File: config.mk
export PLATFORM = sky130hd
export DESIGN_NAME = aor_top
export DESIGN_NICKNAME = d
export VERILOG_FILES = /design/src/inc/aor_pkg.sv /design/src/rtl/aor_frame_tick.sv /design/src/rtl/aor_top.sv
export VERILOG_INCLUDE_DIRS = /design/src /design/src/inc
export SDC_FILE = /design/constraint.sdc
export NUM_CORES = 2
export LEC_CHECK = 0
export BUFFER_PORTS_ARGS = -buffer_cell sky130_fd_sc_hd__buf_4
export CAP_MARGIN = 20
export CORE_AREA = 3 3 510 512
export DETAILED_ROUTE_END_ITERATION = 7
export DIE_AREA = 0 0 513 515
export GPL_TIMING_DRIVEN = 0
export REMOVE_ABC_BUFFERS = 1
export SLEW_MARGIN = 30
export SYNTH_ARGS = -nofsm -noshare
export SYNTH_HDL_FRONTEND = slang
export SYNTH_SLANG_ARGS = --single-unit
export TNS_END_PERCENT = 5
File: constraint.sdc
create_clock -name pclk -period 5.8 [get_ports pclk]
set_input_delay 1.16 -clock pclk [delete_from_list [all_inputs] [get_ports pclk]]
set_output_delay 1.16 -clock pclk [all_outputs]
set_load 0.03 [all_outputs]
File: src/inc/aor_cfg.svh
/*
 * Constants for the audio output router: clock figures, timing counts,
 * register map, field positions and reset values.
 * Assumes inclusion by bare name from the package and the design files.
 */
`ifndef AOR_CFG_SVH
`define AOR_CFG_SVH

`define AOR_CLK_HZ 250000000
`define AOR_NS_PER_S 1000000000
`define AOR_FS_441_HZ 44100
`define AOR_FS_48_HZ 48000
`define AOR_NCO_W 32
`define AOR_LOSS_NS 100000
`define AOR_BLOCK_FRAMES 192

`define AOR_SAMPLE_W 24
`define AOR_GROUPS 4
`define AOR_SRC_CNT 10
`define AOR_SEL_W 4
`define AOR_MT_PAIRS 4
`define AOR_SB_PAIRS 4

`define AOR_SRC_FIRST_PRO 0
`define AOR_SRC_SECOND_PRO 1
`define AOR_SRC_MT_BASE 2
`define AOR_SRC_SB_BASE 6

`define AOR_ADDR_W 12
`define AOR_ADDR_ROUTE 12'h000
`define AOR_ADDR_CLOCK 12'h004
`define AOR_ADDR_FORMAT 12'h008
`define AOR_ADDR_STATUS 12'h00C

`define AOR_CLK_SEL_LSB 0
`define AOR_CLK_SEL_W 3
`define AOR_CLK_RATE_BIT 3
`define AOR_CLK_W 4
`define AOR_FMT_OUT1_BIT 0
`define AOR_FMT_OUT234_BIT 1
`define AOR_FMT_INOPT_BIT 2
`define AOR_FMT_W 3
`define AOR_ST_CLK_LSB 0
`define AOR_ST_FMT_LSB 4
`define AOR_ST_LOST_BIT 6
`define AOR_ST_OPTREJ_BIT 7
`define AOR_ST_ROUTE_LSB 16

`define AOR_ROUTE_RST 16'h9876
`define AOR_CLOCK_RST 4'hD
`define AOR_FORMAT_RST 3'h3

`endif

File: src/inc/aor_pkg.sv
/*
 * Types shared by the audio output router files.
 * Assumes aor_cfg.svh is on the include path.
 */
`include "aor_cfg.svh"

package aor_pkg;
    typedef struct packed {
        logic [`AOR_SAMPLE_W-1:0] left;
        logic [`AOR_SAMPLE_W-1:0] right;
    } aor_pair_t;

    typedef enum logic [`AOR_CLK_SEL_W-1:0] {
        AOR_CK_FIRST_PRO,
        AOR_CK_SECOND_PRO,
        AOR_CK_MULTITRACK,
        AOR_CK_STREAM_BUS,
        AOR_CK_WORD_CLOCK,
        AOR_CK_INTERNAL
    } aor_clk_src_t;

    typedef logic [`AOR_SEL_W-1:0] aor_sel_t;
endpackage

File: src/rtl/aor_frame_tick.sv
/*
 * Counts master-clock frames into channel status blocks and flags the
 * first frame of each block.
 * Assumes tick is a one-cycle pulse on pclk; restart is a level.
 */
`timescale 1ns/1ps
`include "aor_cfg.svh"

module aor_frame_tick #(
    parameter int BLOCK_FRAMES = `AOR_BLOCK_FRAMES
) (
    input wire logic pclk,
    input wire logic presetn,
    input wire logic tick,
    input wire logic restart,
    output logic block_start
);
    import aor_pkg::*;

    localparam int CW = $clog2(BLOCK_FRAMES);
    localparam logic [CW-1:0] LAST = CW'(BLOCK_FRAMES - 1);

    generate
        if (BLOCK_FRAMES < 2) begin : g_bad
            $error("BLOCK_FRAMES must be at least 2");
        end
    endgenerate

    logic [CW-1:0] frame_r;

    // After a loss the next frame opens a fresh block
    always_ff @(posedge pclk or negedge presetn) begin
        if (!presetn) begin
            frame_r <= '0;
        end else if (restart) begin
            frame_r <= '0;
        end else if (tick) begin
            frame_r <= (frame_r == LAST) ? '0 : frame_r + CW'(1);
        end
    end

    assign block_start = tick && (frame_r == '0);
endmodule

File: src/rtl/aor_top.sv
/*
 * Output router and master clock selector: four destination selectors
 * feed the parallel output groups, one master clock times them all.
 * Assumes input pairs arrive already decoded on pclk with one-cycle
 * valid pulses; the word clock pin is asynchronous; APB master.
 */
// Chosen here: the APB interface to the registers and the register offsets.
// Contract
// - Four selectors, each feeds one group
// - Selector one: pro1, optical, multitrack 1-2, A, return
// - Selector two: pro2, multitrack 3-4, pair B
// - Selector three: pro3, multitrack 5-6, pair C
// - Selector four: pro4, multitrack 7-8, pair D
// - Ten identical sources for every selector
// - Group outputs always live, never gated; here all are zeroed while the master is lost
// - Master clock times all outputs, six sources
// - Internal oscillator at 44.1k or 48k
// - Lost master clock: outputs muted
// - Word clock output follows master selector
// - Lost master: word clock output absent
// - First input takes XLR or optical receiver
// - Format bit for output 1, bit for 2-4
// - Format changes channel status only
// - First pro output copied to optical
// - Stream bus out sends pairs A-D only
// - Optical first input accepts consumer framing only
`timescale 1ns/1ps
`include "aor_cfg.svh"

module aor_top #(
    parameter int LOSS_CYC = int'((64'(`AOR_LOSS_NS) * 64'(`AOR_CLK_HZ))
        / 64'(`AOR_NS_PER_S)),
    parameter int BLOCK_FRAMES = `AOR_BLOCK_FRAMES
) (
    input wire logic pclk,
    input wire logic presetn,
    input wire logic psel,
    input wire logic penable,
    input wire logic pwrite,
    input wire logic [`AOR_ADDR_W-1:0] paddr,
    input wire logic [31:0] pwdata,
    output logic [31:0] prdata,
    output logic pready,
    output logic pslverr,
    input wire aor_pkg::aor_pair_t first_pro_xlr_in,
    input wire logic first_pro_xlr_valid,
    input wire aor_pkg::aor_pair_t first_pro_opt_in,
    input wire logic first_pro_opt_valid,
    input wire logic first_pro_opt_pro_frame,
    input wire aor_pkg::aor_pair_t second_pro_in,
    input wire logic second_pro_valid,
    input wire aor_pkg::aor_pair_t multitrack_in [`AOR_MT_PAIRS],
    input wire logic [`AOR_MT_PAIRS-1:0] multitrack_valid,
    input wire aor_pkg::aor_pair_t stream_bus_in [`AOR_SB_PAIRS],
    input wire logic [`AOR_SB_PAIRS-1:0] stream_bus_valid,
    input wire logic word_clock_input,
    output aor_pkg::aor_pair_t pro_out [`AOR_GROUPS],
    output aor_pkg::aor_pair_t first_pro_opt_out,
    output aor_pkg::aor_pair_t multitrack_out [`AOR_MT_PAIRS],
    output aor_pkg::aor_pair_t stream_bus_out [`AOR_SB_PAIRS],
    output aor_pkg::aor_pair_t return_out,
    output logic out_strobe,
    output logic [`AOR_GROUPS-1:0] cs_pro,
    output logic block_start,
    output logic first_pro_opt_sel,
    output logic word_clock_out
);
    import aor_pkg::*;

    localparam int LW = $clog2(LOSS_CYC + 1);
    localparam logic [LW-1:0] LOSS_LAST = LW'(LOSS_CYC);
    localparam int RW = `AOR_GROUPS * `AOR_SEL_W;
    localparam logic [`AOR_NCO_W-1:0] INC_441 = `AOR_NCO_W'(
        (64'(`AOR_FS_441_HZ) << `AOR_NCO_W) / 64'(`AOR_CLK_HZ));
    localparam logic [`AOR_NCO_W-1:0] INC_48 = `AOR_NCO_W'(
        (64'(`AOR_FS_48_HZ) << `AOR_NCO_W) / 64'(`AOR_CLK_HZ));

    generate
        if (LOSS_CYC < 4) begin : g_bad_loss
            $error("LOSS_CYC too small to judge a master clock");
        end
        if (`AOR_SRC_CNT > (1 << `AOR_SEL_W)) begin : g_bad_sel
            $error("Selector field too narrow for the source count");
        end
    endgenerate

    // Register state: software copies and the copies in force
    logic [RW-1:0] route_sw_r;
    logic [RW-1:0] route_act_r;
    logic [`AOR_CLK_W-1:0] clock_sw_r;
    logic [`AOR_CLK_W-1:0] clock_act_r;
    logic [`AOR_FMT_W-1:0] format_sw_r;
    logic [`AOR_FMT_W-1:0] format_act_r;
    logic [31:0] prdata_r;
    logic pready_r;
    logic pslverr_r;

    // Timing state
    logic [`AOR_NCO_W-1:0] nco_r;
    logic nco_tick;
    logic wc_s1_r;
    logic wc_s2_r;
    logic wc_s3_r;
    logic wc_lvl_r;
    logic wc_rise;
    logic master_tick;
    logic [LW-1:0] idle_r;
    logic lost_r;
    logic [LW-1:0] per_cnt_r;
    logic [LW-1:0] per_r;
    logic wck_out_r;
    logic blk;
    logic blk_r;

    // Audio state
    aor_pair_t src_pair [`AOR_SRC_CNT];
    logic [`AOR_SRC_CNT-1:0] src_valid;
    aor_pair_t hold_r [`AOR_SRC_CNT];
    aor_pair_t grp_r [`AOR_GROUPS];
    logic [`AOR_GROUPS-1:0] cs_pro_r;
    logic strobe_r;
    logic opt_rej;

    // APB
    logic setup;
    logic access;
    logic [`AOR_ADDR_W-1:0] addr;
    logic route_ok;
    logic clock_ok;

    assign setup = psel && !penable;
    assign access = psel && penable && pready_r;
    assign addr = paddr;

    always_comb begin
        route_ok = 1'h1;
        for (int g = 0; g < `AOR_GROUPS; g++) begin
            if (pwdata[g*`AOR_SEL_W +: `AOR_SEL_W] >= `AOR_SEL_W'(`AOR_SRC_CNT))
                route_ok = 1'h0;
        end
        clock_ok = pwdata[`AOR_CLK_SEL_LSB +: `AOR_CLK_SEL_W]
            <= `AOR_CLK_SEL_W'(AOR_CK_INTERNAL);
    end

    // Answer one cycle after setup; illegal codes and holes give an error
    always_ff @(posedge pclk or negedge presetn) begin
        if (!presetn) begin
            pready_r <= 1'h0;
            pslverr_r <= 1'h0;
            prdata_r <= 32'h0;
        end else begin
            pready_r <= setup;
            pslverr_r <= 1'h0;
            prdata_r <= 32'h0;
            if (setup) begin
                unique case (addr)
                    `AOR_ADDR_ROUTE: begin
                        prdata_r <= 32'(route_sw_r);
                        pslverr_r <= pwrite && !route_ok;
                    end
                    `AOR_ADDR_CLOCK: begin
                        prdata_r <= 32'(clock_sw_r);
                        pslverr_r <= pwrite && !clock_ok;
                    end
                    `AOR_ADDR_FORMAT: begin
                        prdata_r <= 32'(format_sw_r);
                    end
                    `AOR_ADDR_STATUS: begin
                        prdata_r[`AOR_ST_CLK_LSB +: `AOR_CLK_W] <= clock_act_r;
                        prdata_r[`AOR_ST_FMT_LSB +: `AOR_FMT_W - 1] <=
                            format_act_r[`AOR_FMT_OUT234_BIT:0];
                        prdata_r[`AOR_ST_LOST_BIT] <= lost_r;
                        prdata_r[`AOR_ST_OPTREJ_BIT] <= opt_rej;
                        prdata_r[`AOR_ST_ROUTE_LSB +: RW] <= route_act_r;
                    end
                    default: begin
                        pslverr_r <= 1'h1;
                    end
                endcase
            end
        end
    end

    assign prdata = prdata_r;
    assign pready = pready_r;
    assign pslverr = pslverr_r;

    // Software copies; a refused write leaves the old value
    always_ff @(posedge pclk or negedge presetn) begin
        if (!presetn) begin
            route_sw_r <= `AOR_ROUTE_RST;
            clock_sw_r <= `AOR_CLOCK_RST;
            format_sw_r <= `AOR_FORMAT_RST;
        end else if (access && pwrite && !pslverr_r) begin
            if (addr == `AOR_ADDR_ROUTE)
                route_sw_r <= pwdata[RW-1:0];
            if (addr == `AOR_ADDR_CLOCK)
                clock_sw_r <= pwdata[`AOR_CLK_W-1:0];
            if (addr == `AOR_ADDR_FORMAT)
                format_sw_r <= pwdata[`AOR_FMT_W-1:0];
        end
    end

    // Copies in force change only at a block start, or freely while the
    // master is lost, so a dead source can never lock the selector
    always_ff @(posedge pclk or negedge presetn) begin
        if (!presetn) begin
            route_act_r <= `AOR_ROUTE_RST;
            clock_act_r <= `AOR_CLOCK_RST;
            format_act_r <= `AOR_FORMAT_RST;
        end else if (blk || lost_r) begin
            route_act_r <= route_sw_r;
            clock_act_r <= clock_sw_r;
            format_act_r <= format_sw_r;
        end
    end

    // The receiver choice is not framed, it only picks a wire
    assign first_pro_opt_sel = format_sw_r[`AOR_FMT_INOPT_BIT];

    // Optical receiver refuses professional framing
    assign opt_rej = first_pro_opt_sel && first_pro_opt_pro_frame;

    // Source table, same for every selector
    always_comb begin
        src_pair[`AOR_SRC_FIRST_PRO] = first_pro_opt_sel ?
            first_pro_opt_in : first_pro_xlr_in;
        src_valid[`AOR_SRC_FIRST_PRO] = first_pro_opt_sel ?
            (first_pro_opt_valid && !first_pro_opt_pro_frame)
            : first_pro_xlr_valid;
        src_pair[`AOR_SRC_SECOND_PRO] = second_pro_in;
        src_valid[`AOR_SRC_SECOND_PRO] = second_pro_valid;
        for (int p = 0; p < `AOR_MT_PAIRS; p++) begin
            src_pair[`AOR_SRC_MT_BASE + p] = multitrack_in[p];
            src_valid[`AOR_SRC_MT_BASE + p] = multitrack_valid[p];
        end
        for (int p = 0; p < `AOR_SB_PAIRS; p++) begin
            src_pair[`AOR_SRC_SB_BASE + p] = stream_bus_in[p];
            src_valid[`AOR_SRC_SB_BASE + p] = stream_bus_valid[p];
        end
    end

    // Latest sample of each source, re-timed to the master frame
    generate
        for (genvar i = 0; i < `AOR_SRC_CNT; i++) begin : g_hold
            always_ff @(posedge pclk or negedge presetn) begin
                if (!presetn)
                    hold_r[i] <= '0;
                else if (src_valid[i])
                    hold_r[i] <= src_pair[i];
            end
        end
    endgenerate

    // Internal oscillator as a phase accumulator; rate fixed by one bit
    always_ff @(posedge pclk or negedge presetn) begin
        if (!presetn)
            nco_r <= '0;
        else
            nco_r <= nco_r + (clock_act_r[`AOR_CLK_RATE_BIT] ?
                INC_48 : INC_441);
    end

    assign nco_tick = (nco_r + (clock_act_r[`AOR_CLK_RATE_BIT] ?
        INC_48 : INC_441)) < nco_r;

    // Word clock pin: a change counts once stages two and three agree
    always_ff @(posedge pclk or negedge presetn) begin
        if (!presetn) begin
            wc_s1_r <= 1'h0;
            wc_s2_r <= 1'h0;
            wc_s3_r <= 1'h0;
            wc_lvl_r <= 1'h0;
        end else begin
            wc_s1_r <= word_clock_input;
            wc_s2_r <= wc_s1_r;
            wc_s3_r <= wc_s2_r;
            if (wc_s2_r == wc_s3_r)
                wc_lvl_r <= wc_s3_r;
        end
    end

    assign wc_rise = (wc_s2_r == wc_s3_r) && wc_s3_r && !wc_lvl_r;

    // Master clock selector
    always_comb begin
        unique case (aor_clk_src_t'(clock_act_r[`AOR_CLK_SEL_LSB +:
            `AOR_CLK_SEL_W]))
            AOR_CK_FIRST_PRO: master_tick = src_valid[`AOR_SRC_FIRST_PRO];
            AOR_CK_SECOND_PRO: master_tick = second_pro_valid;
            AOR_CK_MULTITRACK: master_tick = multitrack_valid[0];
            AOR_CK_STREAM_BUS: master_tick = stream_bus_valid[0];
            AOR_CK_WORD_CLOCK: master_tick = wc_rise;
            AOR_CK_INTERNAL: master_tick = nco_tick;
            default: master_tick = 1'h0;
        endcase
    end

    // Loss watchdog; the period is kept for the word clock shape
    always_ff @(posedge pclk or negedge presetn) begin
        if (!presetn) begin
            idle_r <= '0;
            lost_r <= 1'h1;
            per_cnt_r <= '0;
            per_r <= '0;
        end else if (master_tick) begin
            idle_r <= '0;
            lost_r <= 1'h0;
            per_cnt_r <= '0;
            per_r <= per_cnt_r;
        end else begin
            if (idle_r != LOSS_LAST)
                idle_r <= idle_r + LW'(1);
            else
                lost_r <= 1'h1;
            if (per_cnt_r != LOSS_LAST)
                per_cnt_r <= per_cnt_r + LW'(1);
        end
    end

    aor_frame_tick #(
        .BLOCK_FRAMES(BLOCK_FRAMES)
    ) u_frame (
        .pclk(pclk),
        .presetn(presetn),
        .tick(master_tick),
        .restart(lost_r),
        .block_start(blk)
    );

    // Every group takes its pair on the same master frame; no enable
    // gates an output, so spare outputs double as monitor taps
    generate
        for (genvar g = 0; g < `AOR_GROUPS; g++) begin : g_grp
            always_ff @(posedge pclk or negedge presetn) begin
                if (!presetn) begin
                    grp_r[g] <= '0;
                end else if (lost_r) begin
                    grp_r[g] <= '0;
                end else if (master_tick) begin
                    grp_r[g] <= hold_r[route_act_r[g*`AOR_SEL_W +:
                        `AOR_SEL_W]];
                end
            end
            assign pro_out[g] = grp_r[g];
            assign multitrack_out[g] = grp_r[g];
            assign stream_bus_out[g] = grp_r[g];
        end
    endgenerate

    assign first_pro_opt_out = grp_r[0];
    assign return_out = grp_r[0];

    // Format only steers the status flags, never an output enable
    always_ff @(posedge pclk or negedge presetn) begin
        if (!presetn) begin
            cs_pro_r <= '0;
            strobe_r <= 1'h0;
            blk_r <= 1'h0;
        end else begin
            cs_pro_r[0] <= format_act_r[`AOR_FMT_OUT1_BIT];
            for (int g = 1; g < `AOR_GROUPS; g++)
                cs_pro_r[g] <= format_act_r[`AOR_FMT_OUT234_BIT];
            strobe_r <= master_tick && !lost_r;
            blk_r <= blk && !lost_r;
        end
    end

    assign cs_pro = cs_pro_r;
    assign out_strobe = strobe_r;
    assign block_start = blk_r;

    // Word clock out: echo of the pin, else high for half a frame
    always_ff @(posedge pclk or negedge presetn) begin
        if (!presetn) begin
            wck_out_r <= 1'h0;
        end else if (lost_r) begin
            wck_out_r <= 1'h0;
        end else if (clock_act_r[`AOR_CLK_SEL_LSB +: `AOR_CLK_SEL_W] ==
            `AOR_CLK_SEL_W'(AOR_CK_WORD_CLOCK)) begin
            wck_out_r <= wc_lvl_r;
        end else if (master_tick) begin
            wck_out_r <= 1'h1;
        end else if (per_cnt_r >= (per_r >> 1)) begin
            wck_out_r <= 1'h0;
        end
    end

    assign word_clock_out = wck_out_r;
endmodule

==> impl_metrics.ini <==
[status]
status = complete, but fails checks
violations = DRC

[worst_setup_path]
cp.required_ps = 6430
critPathKind = flop to flop
worstPathArrival_ps = 6180
endpoint_kind = flop
critPathMaxFanout = 18
start_kind = flop

[layout]
multi_input_comb_area_mm2 = 0.02690
final_cell_mix = buf_4 (1,288), dfrtp_1 (810), mux2_2 (507)
design_area_mm2 = 0.06964
layout-area-overhead-vs-synth_pct = 30.68
utilization_pct = 27.18
num-fill-cells = 26470
final_common_cell = buf_4
stdcell_count = 8640
nNetsFinal = 5770
drive_above_1_share_pct = 50.05
regArea_mm2 = 0.02125

[placement]
dp_slack_ps = -759.2
dp_hpwl_um = 238900
place.gp.congestion = 0.8496
placed_cells = 8394
placed_cell_area_mm2 = 0.06533
port_buffers = 1287

[synthesis]
synth_area_leaders = dfrtp_1 (38%), mux4_2 (16%), mux2_2 (11%), buf_4 (7.0%), mux2i_1 (6.4%)
async_flop_share_pct = 100.0
synth_edf_count = 0
synth_area_mm2 = 0.05329
yosysTopAreaCell = dfrtp_1
yosysSeqAreaShare_pct = 39.74
synth_top_area_share_pct = 38.41
synth_ff_type = dfrtp_1
synth_warnings = 0
ys_ff_latch = 845
ys_types = 74
syn_area_per_cell_um2 = 11.96
synth_cells = 4454

[global_route]
grt_pass1_wl_um = 404600
grt-ovfl-total = 0
antenna_found_initial = 120
grt_pass1_vias = 44060
grt_max_degree = 119
track_usage_pct = 22.39

[clock_tree]
clock_latency_ps = 790
clk_pin_slew_ps = 60
cts_root_buffer = clkbuf_16
numCtsBuffers = 108
numClockSinks = 845
cts_tree = done
cts_max_level = 3
clockBufferDepth = 3
hold_buffers = 0

[pwr]
total_leakage_power_nw = 27.36
power_density_mw_per_mm2 = 284.0
vdd_drop_max_uv = 251.9

[sta]
fin_setup_tns_ps = 0
hold_viol = 0
layout_setup_ws_ps = 253.3
fin_skew_ps = 61.73
rsz0062_at_grt = yes
fin_crit_sh_pct = 95.63
setup_viol = 0
slew_viol_final = 0
slew_headroom_pct = 30.60
period_minus_slack_ps = 5547
tightest_slew_ps = 1033
max_freq_mhz = 180.3

[drt]
dr.pass1.iters = 8
wl_um = 306700
first_iter_violations = 4891
viasPerCell = 5.174
vias = 44700
routedWlPerCell_um = 35.50
drcViolationCount = 5
postRouteAntennaNets = 0

[job]
cap_violations = 0

[floorplan]
initial_core_util_pct = 20.80
ios = 1304
core-area_mm2 = 0.2562
die-area_mm2 = 0.2642
std_cell_rows = 186
fp.dieW_um = 513
fp.dieH_um = 515

[worst_hold_path]
worstHoldPathType = input port to asynchronous set/reset pin
[through the flow]
step	hold slack [ps]	power, mW
global route	201.4	20.54
finish	245.5	19.78
detailed placement	346.5	12.19
global placement	343.8	12.05
floorplan	331.2	9.586
CTS	161.8	20.02
[final timing paths]
path	from	endpoint	slack [ps]	cells past startpoint
max	clock_act_r[3]$_DFFE_PN1P_	multitrack_out[17]$_DFFE_PN0P_	250	25
min	presetn	hold_r[452]$_DFFE_PN0P_	250	1
max reg2reg	clock_act_r[3]$_DFFE_PN1P_	multitrack_out[17]$_DFFE_PN0P_	250	25
min reg2reg	wc_s1_r$_DFF_PN0_	wc_s2_r$_DFF_PN0_	370	0
max in group asynchronous	presetn	hold_r[174]$_DFFE_PN0P_	3380	4
min in group pclk	wc_s1_r$_DFF_PN0_	wc_s2_r$_DFF_PN0_	370	0
[registers in the layout, summed over array words and instances (netlist names), 2 cells and up]
signal             count
clock_sw_r             4
clock_act_r            4
u_frame.frame_r        8
first_pro_opt_out     48
prdata                32
cs_pro                 2
format_sw_r            3
route_act_r           16
multitrack_out       144
nco_r                 32
per_r                 14
route_sw_r            16
hold_r               480
idle_r                15
per_cnt_r             15
format_act_r           2
[routing by layer]
layer	vias to the layer above	GRT usage, %	routed length, µm	share of wire (%)
met5	-	0.1096	667	0.22
met4	98	12.38	19830	6.5
met3	812	9.813	38910	13
met2	3125	32.71	129000	42
met1	22850	27.47	118300	39
li1	17820	-	-	-
[worst max-delay path: stages (launching register included)]
cell and delay, ps:
dfstp_4 530, ha_1 250, ha_1 220, a31oi_2 280, o21bai_1 100, a21o_1 200, nor2b_2 170, o31ai_4 280
a311oi_2 180, o31ai_2 360, nand2_1 120, and3_1 210, ha_1 310, inv_1 70, nor2_1 120, xnor2_1 130
a21oi_1 70, a311oi_2 300, a2bb2oi_4 220, o2111ai_4 210, buf_8 240, buf_8 170, buf_8 180, buf_16 180
a21oi_2 200, nor3_1 70
[area by class of cell]
class / instances / share of cell area (%)
repair buffers: 1429 / 18.62
diodes: 31 / 0.1114
inverters: 57 / 0.3180
well taps: 3384 / 6.080
multi-input cells: 2692 / 38.64
flip-flops and latches: 845 / 30.51
clock inverters: 58 / 1.304
clock buffers: 144 / 4.424
[kinds of logic (layout without fill, tap and decap cells)]
group | after synthesis | in the layout | share of synthesized area (%)
flip-flops | 845 | 845 | 39.74
other | 0 | 31 | 0
AND/OR/NAND/NOR | 712 | 713 | 6.560
multiplexers | 1236 | 1236 | 33.52
adder cells (fa/ha/maj) | 47 | 47 | 1.104
buffers and inverters | 919 | 1688 | 10.14
XOR/XNOR | 53 | 53 | 0.8711
AO/OA/AOI/OAI | 642 | 643 | 8.063
[cell usage after synthesis, types with 3 or more instances]
cell type / count
nor2b_1: 15
a311o_1: 24
nand3b_1: 3
o21ai_0: 104
xor2_1: 23
mux2i_1: 341
o21a_1: 9
inv_1: 56
dfstp_2: 27
nand4_1: 8
a2bb2oi_1: 47
o31ai_1: 3
ha_1: 47
and3_1: 18
a31oi_1: 7
buf_2: 69
and4_1: 4
buf_1: 89
xnor2_1: 30
nand2b_1: 3
nand2_1: 127
a22oi_1: 51
or3_1: 4
nor2_1: 74
mux2_2: 507
o21ai_1: 5
buf_4: 496
mux4_2: 388
dfrtp_1: 818
nor3_1: 376
and2_1: 29
clkbuf_1: 207
nand3_1: 30
a211oi_1: 21
a21oi_1: 165
nand4b_1: 3
o211ai_1: 4
o22ai_1: 144
a211oi_2: 30
nor4_1: 7
[power breakdown]
group | total, mW | switching (mW) | internal (mW)
registers | 7.38 | 0.962 | 6.42
logic | 4.77 | 2.71 | 2.06
clock network | 7.62 | 3.07 | 4.55
total | 19.8 | 6.74 | 13.0
[what timing repair did]
action,in CTS,in global routing
endpoints found under the setup margin,254,193
cloned,3,0
setup buffers,6,4
pin swaps,6,7
resized for setup,9,6
No activity file was read; power rests on OpenSTA's default activity.
